File: src/shared/apd_pkg.sv
// Shared constants and carrier types for the page-mode DRAM strobe controller.
// Assumes one 50 MHz clock; all times are converted to whole cycles here.
package apd_pkg;

  // ************************************************************
  // Clock and timing
  // ************************************************************
  localparam int CLK_NS = 20;                 // 50 MHz period
  localparam int T_PC_NS = 25;                // Least page-mode column cycle (slower grade)
  localparam int T_RC_NS = 104;               // Least random cycle (slower grade)
  localparam int T_CAC_NS = 15;               // Column strobe to data, slower grade
  localparam int T_RP_NS = 40;                // Row precharge, chosen
  localparam int T_RAS_NS = 60;               // Row strobe low for refresh, chosen
  localparam int REF_ROWS = 1024;             // Rows covered per interval
  localparam int REF_INTERVAL_MS = 16;        // Normal refresh interval
  localparam int PAGE_MAX = 1024;             // Columns per open row

  function automatic int ceil_cyc(input int ns);
    return (ns + CLK_NS - 1) / CLK_NS;
  endfunction

  localparam int T_PC_CYC = ceil_cyc(T_PC_NS);
  localparam int T_RC_CYC = ceil_cyc(T_RC_NS);
  // One extra cycle so data is settled when sampled at the end of the strobe
  localparam int T_STRB_CYC = ceil_cyc(T_CAC_NS) + 1;
  localparam int T_RP_CYC = ceil_cyc(T_RP_NS);
  localparam int T_RAS_CYC = ceil_cyc(T_RAS_NS);
  // Longest spacing between refreshes rounds down
  localparam int REFI_CYC = (REF_INTERVAL_MS * 1000000 / REF_ROWS) / CLK_NS;

  localparam logic [3:0] TMR_RST = 4'h0;
  localparam logic [3:0] STRB_LD = 4'(T_STRB_CYC - 1);
  localparam logic [3:0] RP_LD = 4'(T_RP_CYC - 1);
  localparam logic [3:0] RAS_LD = 4'(T_RAS_CYC - 1);
  localparam logic [3:0] RC_LD = 4'(T_RC_CYC - 1);
  localparam logic [10:0] PAGE_LAST = 11'(PAGE_MAX - 1);
  localparam logic [9:0] REFI_LAST = 10'(REFI_CYC - 1);

  // ************************************************************
  // Carriers
  // ************************************************************
  typedef struct packed {
    logic write;                              // 1 = write, 0 = read
    logic [1:0] lanes;                        // Bit 1 high byte, bit 0 low byte
    logic [9:0] row;
    logic [9:0] col;
    logic [15:0] wdata;
    logic hold_row;                           // Leave row open for a page access
  } apd_req_t;

  typedef struct packed {
    logic row_strobe_n;
    logic high_lane_column_strobe_n;
    logic low_lane_column_strobe_n;
    logic write_en_n;
    logic out_en_n;
    logic [9:0] muxed_address_lines;
  } apd_pins_t;

  localparam apd_pins_t PINS_IDLE = '{1'b1, 1'b1, 1'b1, 1'b1, 1'b1, 10'h000};

endpackage

File: src/apd_ctrl.sv
// Host-side controller for a 1M x 16 page-mode DRAM with two byte-lane strobes.
// Assumes the memory pins are wired directly; data pins are split in/out/enable.
`timescale 1ns/10ps

module apd_ctrl (
  input wire logic i_clk,                     // 50 MHz clock
  input wire logic i_rst_b,                   // Synchronous reset, low
  input wire logic i_req_valid,               // Access request present
  input apd_pkg::apd_req_t i_req,             // Access request
  output logic o_req_ready,                   // Request taken when valid and ready
  output logic o_rd_valid,                    // Read data pulse
  output logic [15:0] o_rd_data,              // Read data, unstrobed lanes zero
  input wire logic i_self_refresh,            // Hold memory in self-refresh, level
  output logic o_self_active,                 // Memory in self-refresh
  output apd_pkg::apd_pins_t o_pins,          // Memory control and address pins
  input wire logic [15:0] i_dq,               // Data pins, input side
  output logic [15:0] o_dq,                   // Data pins, output side
  output logic [15:0] o_dq_oe                 // Data pin drive enable, high drives
);
  import apd_pkg::*;

  typedef enum logic [11:0] {
    ST_IDLE = 12'h001,
    ST_ROWA = 12'h002,
    ST_RHLD = 12'h004,
    ST_COLA = 12'h008,
    ST_STRB = 12'h010,
    ST_PAGE = 12'h020,
    ST_HUP  = 12'h040,
    ST_HDN  = 12'h080,
    ST_REFC = 12'h100,
    ST_REFR = 12'h200,
    ST_SELF = 12'h400,
    ST_PRE  = 12'h800
  } apd_state_t;

  apd_state_t state_r;
  apd_req_t req_r;
  logic [3:0] tmr_r;
  logic [3:0] rc_r;
  logic [10:0] page_cnt_r;
  logic ref_due;
  logic ref_ack_r;
  logic self_req_r;
  logic take;

  // Lane mask expanded to data bits
  function automatic logic [15:0] lane_bits(input logic [1:0] lanes);
    return {{8{lanes[1]}}, {8{lanes[0]}}};
  endfunction

  assign take = i_req_valid && o_req_ready;

  // ************************************************************
  // Refresh interval
  // ************************************************************
  apd_refresh_timer u_refresh (
    .i_clk(i_clk),
    .i_rst_b(i_rst_b),
    .i_ack(ref_ack_r),
    .o_due(ref_due)
  );

  // Random cycle guard, loaded when the row strobe falls
  always_ff @(posedge i_clk) begin
    if (!i_rst_b) begin
      rc_r <= TMR_RST;
    end else if (o_pins.row_strobe_n && (state_r == ST_ROWA || state_r == ST_HUP ||
                 state_r == ST_REFC)) begin
      rc_r <= RC_LD;
    end else if (rc_r != TMR_RST) begin
      rc_r <= rc_r - 4'h1;
    end
  end

  // ************************************************************
  // Sequencer: pins, timers, handshake
  // ************************************************************
  // Outputs are set on entry to each state so every pin comes from a flop
  always_ff @(posedge i_clk) begin
    if (!i_rst_b) begin
      state_r <= ST_IDLE;
      req_r <= '0;
      tmr_r <= TMR_RST;
      page_cnt_r <= 11'h000;
      o_pins <= PINS_IDLE;
      o_dq <= 16'h0000;
      o_dq_oe <= 16'h0000;
      o_req_ready <= 1'b0;
      o_rd_valid <= 1'b0;
      o_rd_data <= 16'h0000;
      o_self_active <= 1'b0;
      ref_ack_r <= 1'b0;
      self_req_r <= 1'b0;
    end else begin
      o_rd_valid <= 1'b0;
      ref_ack_r <= 1'b0;
      if (tmr_r != TMR_RST) begin
        tmr_r <= tmr_r - 4'h1;
      end
      case (state_r)
        ST_IDLE: begin
          if (take) begin
            req_r <= i_req;
            o_req_ready <= 1'b0;
            page_cnt_r <= 11'h000;
            o_pins.muxed_address_lines <= i_req.row;
            state_r <= ST_ROWA;
          end else if (ref_due || i_self_refresh) begin
            // Column-first refresh: both lanes low ahead of the row strobe
            o_req_ready <= 1'b0;
            self_req_r <= i_self_refresh;
            o_pins.low_lane_column_strobe_n <= 1'b0;
            o_pins.high_lane_column_strobe_n <= 1'b0;
            state_r <= ST_REFC;
          end else begin
            o_req_ready <= 1'b1;
          end
        end
        ST_ROWA: begin
          o_pins.row_strobe_n <= 1'b0;
          state_r <= ST_RHLD;
        end
        ST_RHLD: begin
          // Row address held one cycle past the fall, then the column goes out
          o_pins.muxed_address_lines <= req_r.col;
          o_pins.write_en_n <= !req_r.write;
          o_pins.out_en_n <= req_r.write;
          o_dq <= req_r.wdata;
          o_dq_oe <= req_r.write ? lane_bits(req_r.lanes) : 16'h0000;
          state_r <= ST_COLA;
        end
        ST_COLA: begin
          // Write enable and data settled a cycle before the strobes fall
          o_pins.low_lane_column_strobe_n <= !req_r.lanes[0];
          o_pins.high_lane_column_strobe_n <= !req_r.lanes[1];
          tmr_r <= STRB_LD;
          state_r <= ST_STRB;
        end
        ST_STRB: begin
          if (tmr_r == TMR_RST) begin
            if (!req_r.write) begin
              o_rd_valid <= 1'b1;
              o_rd_data <= i_dq & lane_bits(req_r.lanes);
            end
            if (req_r.hold_row && page_cnt_r != PAGE_LAST && !ref_due) begin
              // Strobes up, row stays open for the next column
              o_pins.low_lane_column_strobe_n <= 1'b1;
              o_pins.high_lane_column_strobe_n <= 1'b1;
              o_dq_oe <= 16'h0000;
              o_req_ready <= 1'b1;
              state_r <= ST_PAGE;
            end else if (!req_r.write && ref_due) begin
              // Hidden refresh: lane strobes stay low, data stays on the pins
              o_pins.row_strobe_n <= 1'b1;
              state_r <= ST_HUP;
            end else begin
              o_pins <= PINS_IDLE;
              o_dq_oe <= 16'h0000;
              tmr_r <= RP_LD;
              state_r <= ST_PRE;
            end
          end
        end
        ST_PAGE: begin
          // Ready is already up, so a presented request must be taken before closing
          if (take) begin
            // Row field of a page request is ignored; the open row is kept
            req_r <= i_req;
            o_req_ready <= 1'b0;
            page_cnt_r <= page_cnt_r + 11'h001;
            o_pins.muxed_address_lines <= i_req.col;
            o_pins.write_en_n <= !i_req.write;
            o_pins.out_en_n <= i_req.write;
            o_dq <= i_req.wdata;
            o_dq_oe <= i_req.write ? lane_bits(i_req.lanes) : 16'h0000;
            // Four cycles per column keeps well above the page cycle floor
            state_r <= ST_COLA;
          end else if (ref_due || page_cnt_r == PAGE_LAST) begin
            // A due refresh closes the row so it is never held open too long
            o_req_ready <= 1'b0;
            o_pins <= PINS_IDLE;
            tmr_r <= RP_LD;
            state_r <= ST_PRE;
          end
        end
        ST_HUP: begin
          o_pins.row_strobe_n <= 1'b0;
          ref_ack_r <= 1'b1;
          tmr_r <= RAS_LD;
          state_r <= ST_HDN;
        end
        ST_HDN: begin
          if (tmr_r == TMR_RST) begin
            o_pins <= PINS_IDLE;
            tmr_r <= RP_LD;
            state_r <= ST_PRE;
          end
        end
        ST_REFC: begin
          o_pins.row_strobe_n <= 1'b0;
          ref_ack_r <= 1'b1;
          tmr_r <= RAS_LD;
          state_r <= ST_REFR;
        end
        ST_REFR: begin
          if (tmr_r == TMR_RST) begin
            if (self_req_r && i_self_refresh) begin
              o_self_active <= 1'b1;
              state_r <= ST_SELF;
            end else begin
              o_pins <= PINS_IDLE;
              tmr_r <= RP_LD;
              state_r <= ST_PRE;
            end
          end
        end
        ST_SELF: begin
          // Memory refreshes itself while the row strobe stays low
          if (!i_self_refresh) begin
            o_self_active <= 1'b0;
            self_req_r <= 1'b0;
            o_pins <= PINS_IDLE;
            tmr_r <= RP_LD;
            state_r <= ST_PRE;
          end
        end
        ST_PRE: begin
          if (tmr_r == TMR_RST && rc_r == TMR_RST) begin
            // A due refresh keeps ready low so a request stream cannot starve it
            o_req_ready <= !ref_due;
            state_r <= ST_IDLE;
          end
        end
        default: begin
          o_pins <= PINS_IDLE;
          o_dq_oe <= 16'h0000;
          o_req_ready <= 1'b0;
          state_r <= ST_IDLE;
        end
      endcase
    end
  end

endmodule // apd_ctrl

File: src/apd_refresh_timer.sv
// Refresh interval timer: raises a sticky due flag once per refresh slot.
// Assumes the controller acknowledges with a one-cycle pulse.
`timescale 1ns/10ps

module apd_refresh_timer (
  input wire logic i_clk,                     // 50 MHz clock
  input wire logic i_rst_b,                   // Synchronous reset, low
  input wire logic i_ack,                     // Refresh performed, pulse
  output logic o_due                          // Refresh owed, level
);
  import apd_pkg::*;

  logic [9:0] cnt_r;
  logic tick;

  assign tick = (cnt_r == REFI_LAST);

  // ************************************************************
  // Interval counter
  // ************************************************************
  always_ff @(posedge i_clk) begin
    if (!i_rst_b) begin
      cnt_r <= 10'h000;
    end else if (tick) begin
      cnt_r <= 10'h000;
    end else begin
      cnt_r <= cnt_r + 10'h001;
    end
  end

  // Due flag; a new slot in the ack cycle wins so no refresh is lost
  always_ff @(posedge i_clk) begin
    if (!i_rst_b) begin
      o_due <= 1'b0;
    end else if (tick) begin
      o_due <= 1'b1;
    end else if (i_ack) begin
      o_due <= 1'b0;
    end
  end

endmodule // apd_refresh_timer

File: config.mk
export PLATFORM = sky130hd
export DESIGN_NAME = apd_ctrl
export DESIGN_NICKNAME = d
export VERILOG_FILES = /design/src/shared/apd_pkg.sv /design/src/apd_ctrl.sv /design/src/apd_refresh_timer.sv
export SDC_FILE = /design/constraint.sdc
export NUM_CORES = 1
export LEC_CHECK = 0
export ABC_AREA = 1
export BUFFER_PORTS_ARGS = -buffer_cell sky130_fd_sc_hd__buf_2
export CORE_ASPECT_RATIO = 1.4
export CORE_MARGIN = 5
export CORE_UTILIZATION = 50
export CTS_CLUSTER_SIZE = 8
export DETAILED_ROUTE_END_ITERATION = 12
export GPL_TIMING_DRIVEN = 0
export PLACE_DENSITY = 0.73
export SYNTH_ARGS = -nofsm -noshare
export SYNTH_HDL_FRONTEND = slang
export SYNTH_SLANG_ARGS = --single-unit
File: constraint.sdc
create_clock -name i_clk -period 3.1 [get_ports i_clk]
set_input_delay 0.31 -clock i_clk [delete_from_list [all_inputs] [get_ports i_clk]]
set_output_delay 0.31 -clock i_clk [all_outputs]
set_load 0.05 [all_outputs]
-- Word-level counts from Yosys, hierarchy flattened
Cells that the tools add are included.
- bitwise gates (word level): 9
- add/subtract/negate cells: 4
- reductions and logical operators: 51
- eq/ne operators: 34
- mux-type cells: 76
- operator list (operator ; count):
    $mux W12 ; 14
    $pmux W12 S12 ; 1
    $mux W16 ; 7
    $mux W15 ; 6
    $pmux W10 S8 ; 1
    $pmux W16 S4 ; 1
    $mux W4 ; 10
    $ne A2 B2 Y1 const B ; 16
    $pmux W16 S2 ; 1
    $pmux W4 S7 ; 1
    $mux W11 ; 2
    $pmux W11 S2 ; 1
    $reduce_and A9 Y1 ; 2
    $mux W1 ; 17
    $and A16 B16 Y16 ; 1
    $pmux W2 S8 ; 1
    $mux W14 ; 1
    $pmux W2 S7 ; 1
    $eq A12 B1 Y1 const B ; 1
    $eq A12 B10 Y1 const B ; 1
    $eq A12 B11 Y1 const B ; 1
    $eq A12 B12 Y1 const B ; 1
    $eq A12 B2 Y1 const B ; 1
    $eq A12 B3 Y1 const B ; 1
    40 further kinds ; 84
- register bits after elaboration: 140
- output and inout bits: 66

-- Logic depth before layout (Yosys ltp)
Gate-level depths: netlist (run 1).
- word-level depth: 6
- mapped depth: 13

-- Modules after synthesis
A second synthesis (run 1) with hierarchy kept.
- cell total of the unflattened synthesis: 933
- area, all modules: 6476.2 µm²
- by module, submodules not included (module ; cells an instance ; times used ; area each (µm²)):
    apd_ctrl ; 860 ; 1 ; 5960.7
    apd_refresh_timer ; 73 ; 1 ; 515.5

-- Worst setup path after synthesis (run 1)
No wires, ideal clock.
- path type: flip-flop to flip-flop
- from: register o_req_ready
- to: register page_cnt_r[10]
- setup slack: 1.114 ns
- required time: 2.981 ns
- data arrival time: 1.867 ns
- cell stages (with the launch flop): 9
- path buffers: 1
- cells stage by stage: dfxtp_1 -> nand2_1 -> inv_1 -> nand3_4 -> inv_2 -> buf_4 -> nand4_1 -> o21ai_1 -> a21oi_1
- word-level cells in the longest chain between the ends: 3
- RTL lines (what ; RTL line ; source):
    start: declaration ; apd_ctrl.sv:10 ; output logic o_req_ready,
    start signal: assignment ; apd_ctrl.sv:231 ; o_req_ready <= !ref_due;
    $logic_and A1 B1 Y1 * ; apd_ctrl.sv:52 ; assign take = i_req_valid && o_req_ready;
    $ne A2 B2 Y1 (no source line) ; -- ;
    $reduce_and A3 Y1 (no source line) * ; -- ;
    end signal: assignment ; apd_ctrl.sv:171 ; page_cnt_r <= page_cnt_r + 11'h001;
    end: declaration ; apd_ctrl.sv:41 ; logic [10:0] page_cnt_r;
Mark *: on every way between the ends. The rest lies on a longest branch, timed or not.
A chain may end at the register's enable or synchronous reset.

-- Worst setup path after layout (run 1)
- from: register tmr_r[0]
- to: register o_rd_data[13]
- word-level cells in the longest chain between the ends: 2
- RTL lines (what ; RTL line ; source):
    start: declaration ; apd_ctrl.sv:39 ; logic [3:0] tmr_r;
    start signal: assignment ; apd_ctrl.sv:99 ; tmr_r <= tmr_r - 4'h1;
    $logic_not A4 Y1 ; apd_ctrl.sv:141 ; if (tmr_r == TMR_RST) begin
    $reduce_and A3 Y1 (no source line) ; -- ;
    end signal: assignment ; apd_ctrl.sv:144 ; o_rd_data <= i_dq & lane_bits(req_r.lanes);
    end: declaration ; apd_ctrl.sv:12 ; output logic [15:0] o_rd_data,
Every way passes these cells.

==> impl_metrics.yaml, run 1 <==
timing:
  slew_viol_final: 0
  rsz0062_at_grt: "false"
  min_period_ns: 2.22
  skew_ns: 0.00995
  fin_tns_setup_ns: 0
  fmax_ghz: 0.451
  slew_headroom_pct: 61.2
  setup_violations: 0
  max_slew.worst_pin.slew_ns: 0.582
  hold_viol_final: 0
  period_share_pct: 71.6
  holdWs_ns: 0.123
critical_path:
  crit_path_cell_trace: "inv_1, ha_1, nand2_2, buf_2, inv_1, nand4_1, buf_2, nand3_1, o21ai_1"
  crit_path_max_incr_delay_ns: 0.37
  reg2reg_depth: 9
  cp_max_fo: 10
  crit_path_end_kind: "register"
  critical_path_class: "reg -> reg"
  crit_required_ns: 3.46
  startpoint_type: "register"
  cpMaxStageDelayCell: "dfxtp_1"
  crit_arrival_ns: 2.58
cells_and_area:
  drive_gt1_share_pct: 24.7
  final_cells: 1245
  final_nets: 1145
  n_antenna_cell: 0
  final_cell_mix: "nand2_1, nor2_1, buf_2, dfxtp_1, nand3_1"
  syn2layout_area_growth_pct: 21.7
  final_area_um2: 8010
  final_common_cell: "nand2_1"
  final_util_pct: 62.2
global_route:
  met1_usage_pct: 27.5
  grt_pass1_wl_mm: 31.0
  grt_pass1_vias: 6448
  grt.met3_usage_pct: 5.81
  grt_use_met2_pct: 43.6
  grtUsageTotal_pct: 24.8
  gr-total-overflow: 0
  antenna_found_initial: 0
  grt_max_degree: 17
  busiest_layer: "met2"
floorplanning:
  die_h_um: 146
  dieArea_um2: 15600
  rows: 49
  die_w_um: 107
  start_util_pct: 51.1
  core-area_um2: 12900
  ios: 126
detailed_routing:
  route.detailed.drc: 0
  drtAntennaViolNets: 0
  drt_wl_total_mm: 19.0
  drt_first_pass_iters: 9
  vias_per_cell: 5.28
  drt_iter0_markers: 411
  wl_per_cell_um: 15.2
  vias: 6574
cts:
  clk_latency_ns: 0.43
  cts_tree: "built"
  postCtsSetupRepairBufs: 0
  cts.clk_slew.worst_paths_ns: 0.06
  cts_buffers: 17
  ctsHoldBuffers: 0
  cts_resized: 0
  clk_path_buf_depth: 2
  root_buffer: "clkbuf_16"
  cts.sinks: 126
  htreeDepth: 4
yosys:
  synth.avg_cell_area_um2: 7.03
  synth_seq_area_share_pct: 38.3
  syn_area_um2: 6580
  synth_cell_types: 43
  ys_ff_latch: 126
  ys.warnings.count: 0
  syn-instance-count: 936
  synth_nets: 1002
power:
  ir_worst_vdd_uv: 509
  p_leak_uw: 0.00387
  p_per_area_nw_per_um2: 960
run_status:
  status: "completed"
placement:
  place.gp.congestion: 0.903
  place_area_um2: 7390
  port_buffers: 124
  dp_hpwl_mm: 14.4
  dp.cells: 1213
hold_path:
  whs_path_depth: 3
  hold_path_class: "in -> reg"
run:
  cap_violations: 0
[critical path: cells and delay by family, from the launching register on]
| kind | cells | cell delay (ns) |
|---|---|---|
| buffers and inverters | 4 | 0.84 |
| AND/OR/NAND/NOR | 3 | 0.62 |
| flip-flops | 1 | 0.37 |
| adder cells (fa/ha/maj) | 1 | 0.23 |
| AO/OA/AOI/OAI | 1 | 0.09 |
[state kept, by name (all words and copies together), names as in the netlist, 10 cells and up]
register	flops
o_pins	15
page_cnt_r	11
state_r	12
o_rd_data	16
o_dq	16
req_r	30
u_refresh.cnt_r	10
[Yosys cell counts]
library cell	number	share of area [%]
a211oi_1	1	0.11
clkinv_2	1	0.076
nand2_8	1	0.30
buf_6	6	1.0
buf_2	13	0.99
nor2_2	17	1.6
nand2_4	7	1.2
xor2_1	1	0.13
o21a_1	1	0.11
nand4_4	1	0.32
nor3_1	12	0.91
buf_1	5	0.29
mux2i_1	1	0.15
nand2_2	11	1.0
nand3b_1	3	0.34
nor2_1	144	8.2
xnor2_1	2	0.27
o21ai_1	10	0.76
nand4_1	24	2.3
buf_4	19	2.2
dfxtp_1	126	38
a21oi_1	44	3.3
clkbuf_1	7	0.40
inv_2	12	0.68
nand3_2	7	1.1
a31oi_1	16	1.5
clkbuf_2	1	0.076
nor3b_1	4	0.46
nand3_4	4	1.1
nor3_2	1	0.15
o21ai_0	70	5.3
nand3_1	86	6.5
nand2_1	178	10
inv_1	75	4.3
buf_12	1	0.30
o211ai_1	3	0.34
or2_2	2	0.19
nor2_4	7	1.2
nor4_1	2	0.19
o211ai_2	1	0.19
ha_1	6	1.1
o21ai_2	1	0.13
nor2_8	2	0.61
[through the flow]
step | power, uW | setup slack (ns)
6_report | 7690 | 0.881
2_1_floorplan | 4850 | 1.11
5_1_grt | 8200 | 0.706
3_3_place_gp | 5560 | 0.910
4_1_cts | 7700 | 0.903
3_5_place_dp | 5600 | 0.920
[cell families (layout without fill, tap and decap cells)]
group,count (synthesis),after routing,share of synthesized area (%)
adders and majority gates,6,6,1.14
xor gates and xnor gates,3,3,0.399
and+or+nand+nor,513,513,37.9
muxes,1,1,0.152
buffers and inverters,140,296,10.3
DFF,126,126,38.3
AOI/OAI and AO/OA,147,147,11.8
[power breakdown]
part / leakage [uW] / switching (uW) / internal, uW
registers: 0.00102 / 150 / 1860
clock network: 0.000301 / 768 / 1310
logic: 0.00255 / 2440 / 1160
[layer usage]
| metal | part of all wire, % | vias up |
|---|---|---|
| met5 | 0 | - |
| met4 | 4.0 | 0 |
| met3 | 5.5 | 52 |
| met2 | 51 | 229 |
| met1 | 40 | 2947 |
| li1 | - | 3346 |
[final cells by class]
class	instances	area (um2)
plain buffers	52	345
clock buffers	20	457
multi-input cells	670	3380
well taps	153	191
fillers	1238	4860
repair buffers	124	621
clock inverters	12	160
flip-flops and latches	126	2520
inverters	88	332
[worst paths after layout]
kind	endpoint	slack [ns]	start
max	o_rd_data[13]	0.88	tmr_r[0]
min	req_r[0]	0.12	i_req[0]
max reg2reg	o_rd_data[13]	0.88	tmr_r[0]
min reg2reg	self_req_r	0.44	self_req_r
Power figures use the tool's default switching activity.
==> run 2, diff against run 1 <==
- ABC_AREA: 1 -> 0
- PLACE_DENSITY: 0.73 -> 0.74
- clock period: 3.1 -> 2.3 ns (I/O delays scaled with it)
==> run 2 against run 1 <==
- the run now ends with negative setup slack left
- count of clock-buffer cells in the layout is 3 lower
- worst hold slack lost 0.10 ns
- combinational power fell by 52%
- final cell count decreased by 11%
- fmax down 13%
- design area rose by 8.7%
- sequential power is 22% higher
- critical endpoint is now o_pins[6]
- largest cell class unchanged
==> impl_metrics.yaml, run 2 <==
detailed_routing:
  drtAntennaViolNets: 0
  drt_iter0_markers: 608
  vias: 6757
  drt_wl_total_mm: 21.3
  wl_per_cell_um: 19.2
  drt_first_pass_iters: 6
  vias_per_cell: 6.09
  route.detailed.drc: 0
global_route:
  grt_pass1_wl_mm: 32.3
  gr-total-overflow: 0
  grt_max_degree: 20
  grtUsageTotal_pct: 26.7
  antenna_found_initial: 0
  grt_pass1_vias: 6362
floorplanning:
  die_w_um: 105
  rows: 48
  core-area_um2: 12300
  die_h_um: 142
  start_util_pct: 50.9
  ios: 126
  dieArea_um2: 14900
cells_and_area:
  reg.largest.list: "req_r x30, o_dq x16, o_rd_data x16"
  largest_reg_flops: 30
  final_cell_mix: "buf_2, nand2_1, dfxtp_1, buf_4, nor2_1"
  final_common_cell: "buf_2"
  largest_register: "req_r"
  final_nets: 1013
  drive_gt1_share_pct: 36.9
  n_antenna_cell: 0
  syn2layout_area_growth_pct: 38.9
  final_cells: 1109
critical_path:
  critical_path_class: "reg -> reg"
  crit_arrival_ns: 2.87
  crit_required_ns: 2.61
  cpMaxStageDelayCell: "or4_4"
  crit_path_cell_trace: "buf_4, nor4_4, buf_4, nand3_1, buf_6, nor3b_4, or4_4, buf_6, or4_1, o211a_1"
  cp_max_fo: 10
  crit_path_max_incr_delay_ns: 0.59
  startpoint_type: "register"
  crit_path_end_kind: "register"
yosys:
  synth_nets: 827
  ys_ff_latch: 126
  async_flop_share_pct: 0
  ys_top_cells_by_count: "nand2_1, dfxtp_1, nor2_1"
  ys.flop_type: "dfxtp_1"
  synth_cell_types: 73
  ys.warnings.count: 0
  synth_most_common_cell: "nand2_1"
  synth.avg_cell_area_um2: 8.24
  synth_top_cell_by_area: "dfxtp_1"
  synth_area_leaders: "dfxtp_1, nand2_1, a21oi_1, nor2_1, a311oi_1"
  synth_edf_count: 0
  synth_seq_area_share_pct: 40.2
  synth_top_area_share_pct: 40.2
  syn_area_um2: 6270
  syn-instance-count: 761
cts:
  clk_path_buf_depth: 2
  clk_latency_ns: 0.42
  cts.sinks: 126
  ctsHoldBuffers: 0
  cts_buffers: 17
  root_buffer: "clkbuf_16"
  htreeDepth: 4
  cts_tree: "built"
  cts.clk_slew.worst_paths_ns: 0.07
placement:
  place.gp.congestion: 0.986
  post-place-ws_ns: -0.602
  dp.cells: 1035
  dp_hpwl_mm: 14.2
  port_buffers: 124
timing:
  slew_headroom_pct: 47.4
  setup_violations: 27
  worst_slack_ns: -0.261
  skew_ns: 0.0140
  min_period_ns: 2.56
  rsz0062_at_grt: "true"
  hold_viol_final: 0
  fmax_ghz: 0.390
  max_slew.worst_pin.slew_ns: 0.789
  period_share_pct: 111
  slew_viol_final: 0
hold_path:
  hold_path_class: "in -> reg"
run_status:
  status: "finished, violations left"
  violations: "negative setup slack"
power:
  p_leak_uw: 0.00365
  ir_worst_vdd_uv: 547
  p_per_area_nw_per_um2: 829
run:
  cap_violations: 0
## run 2: cell count changes after synthesis, moves of 16 or more
| cell | delta |
|---|---|
| a22o_1 | +16 |
| a311oi_1 | +19 |
| clkbuf_1 | +16 |
| inv_1 | -61 |
| nand2_1 | -46 |
| nand3_1 | -70 |
| nand4_1 | -16 |
| nor2_1 | -78 |
| nor2_2 | -16 |
| o21ai_0 | -38 |
## run 2: final timing paths
kind,startpoint,to,slack [ns],depth (start not counted)
worst max-delay path,state_r[11],o_pins[6],-0.26,10
worst min-delay path,i_dq[3],o_rd_data[3],0.02,2
worst max register to register,state_r[11],o_pins[6],-0.26,10
worst min register to register,req_r[20],req_r[20],0.46,2
## run 2: area by class of cell
class                      instances  area [um2]
clock buffer                      17         425
sequential                       126        2540
multi-input combinational        547        3720
inverter                          15        58.8
timing repair buffer             171         998
buffer                            69         544
tap                              150         188
fill                             968        3610
clock inverter                    14         228
## run 2: worst max-delay path, delay by kind of cell, from the launching register on
| kind | cells | cell delay [ns] |
|---|---|---|
| simple gates | 5 | 1.36 |
| flops | 1 | 0.31 |
| buf+inv | 4 | 0.63 |
| compound gates | 1 | 0.14 |
## run 2: power by group
part	switching, uW	internal, uW
registers	121	2340
clock network	1070	1940
logic	1040	702
## run 2: cell families after synthesis
logic type	after synthesis	synth area share, %
buffers and inverters	88	7.28
multiplexers	6	1.02
flip-flops	126	40.2
AND/OR/NAND/NOR	327	26.9
AO/OA/AOI/OAI	191	21.0
adder cells (fa/ha/maj)	6	1.20
XOR/XNOR	17	2.37
## run 2: repair_timing
action | in CTS | in global routing
cloned | 1 | 1
gates resized for setup | 96 | 70
pin swaps | 19 | 23
setup buffers | 28 | 17
endpoints found under the setup margin | 104 | 96
## run 2: metal layers
metal  vias to the layer above  wire length, um  GRT usage [%]
met5                         -                0              0
met2                       367            10300           46.1
met3                       116             1710           5.63
met4                         0             1180           14.2
met1                      3161             8060           30.9
li1                       3113                -              -
## run 2: per-stage QoR
| stage | cell area (um2) | hold slack [ns] | total power [uW] | utilization [%] | TNS (ns) |
|---|---|---|---|---|---|
| global route | 8710 | 0.0218 | 7460 | 70.7 | -5.63 |
| global placement | 7100 | 0.440 | 3870 | 57.7 | -44.49 |
| finish | 8710 | 0.0195 | 7220 | 70.7 | -3.16 |
| CTS | 8310 | 0.0136 | 7080 | 67.5 | -1.88 |
| detailed placement | 7100 | 0.443 | 3900 | 57.7 | -44.17 |
| floorplan | 6290 | 0.356 | 3500 | - | -1.40 |
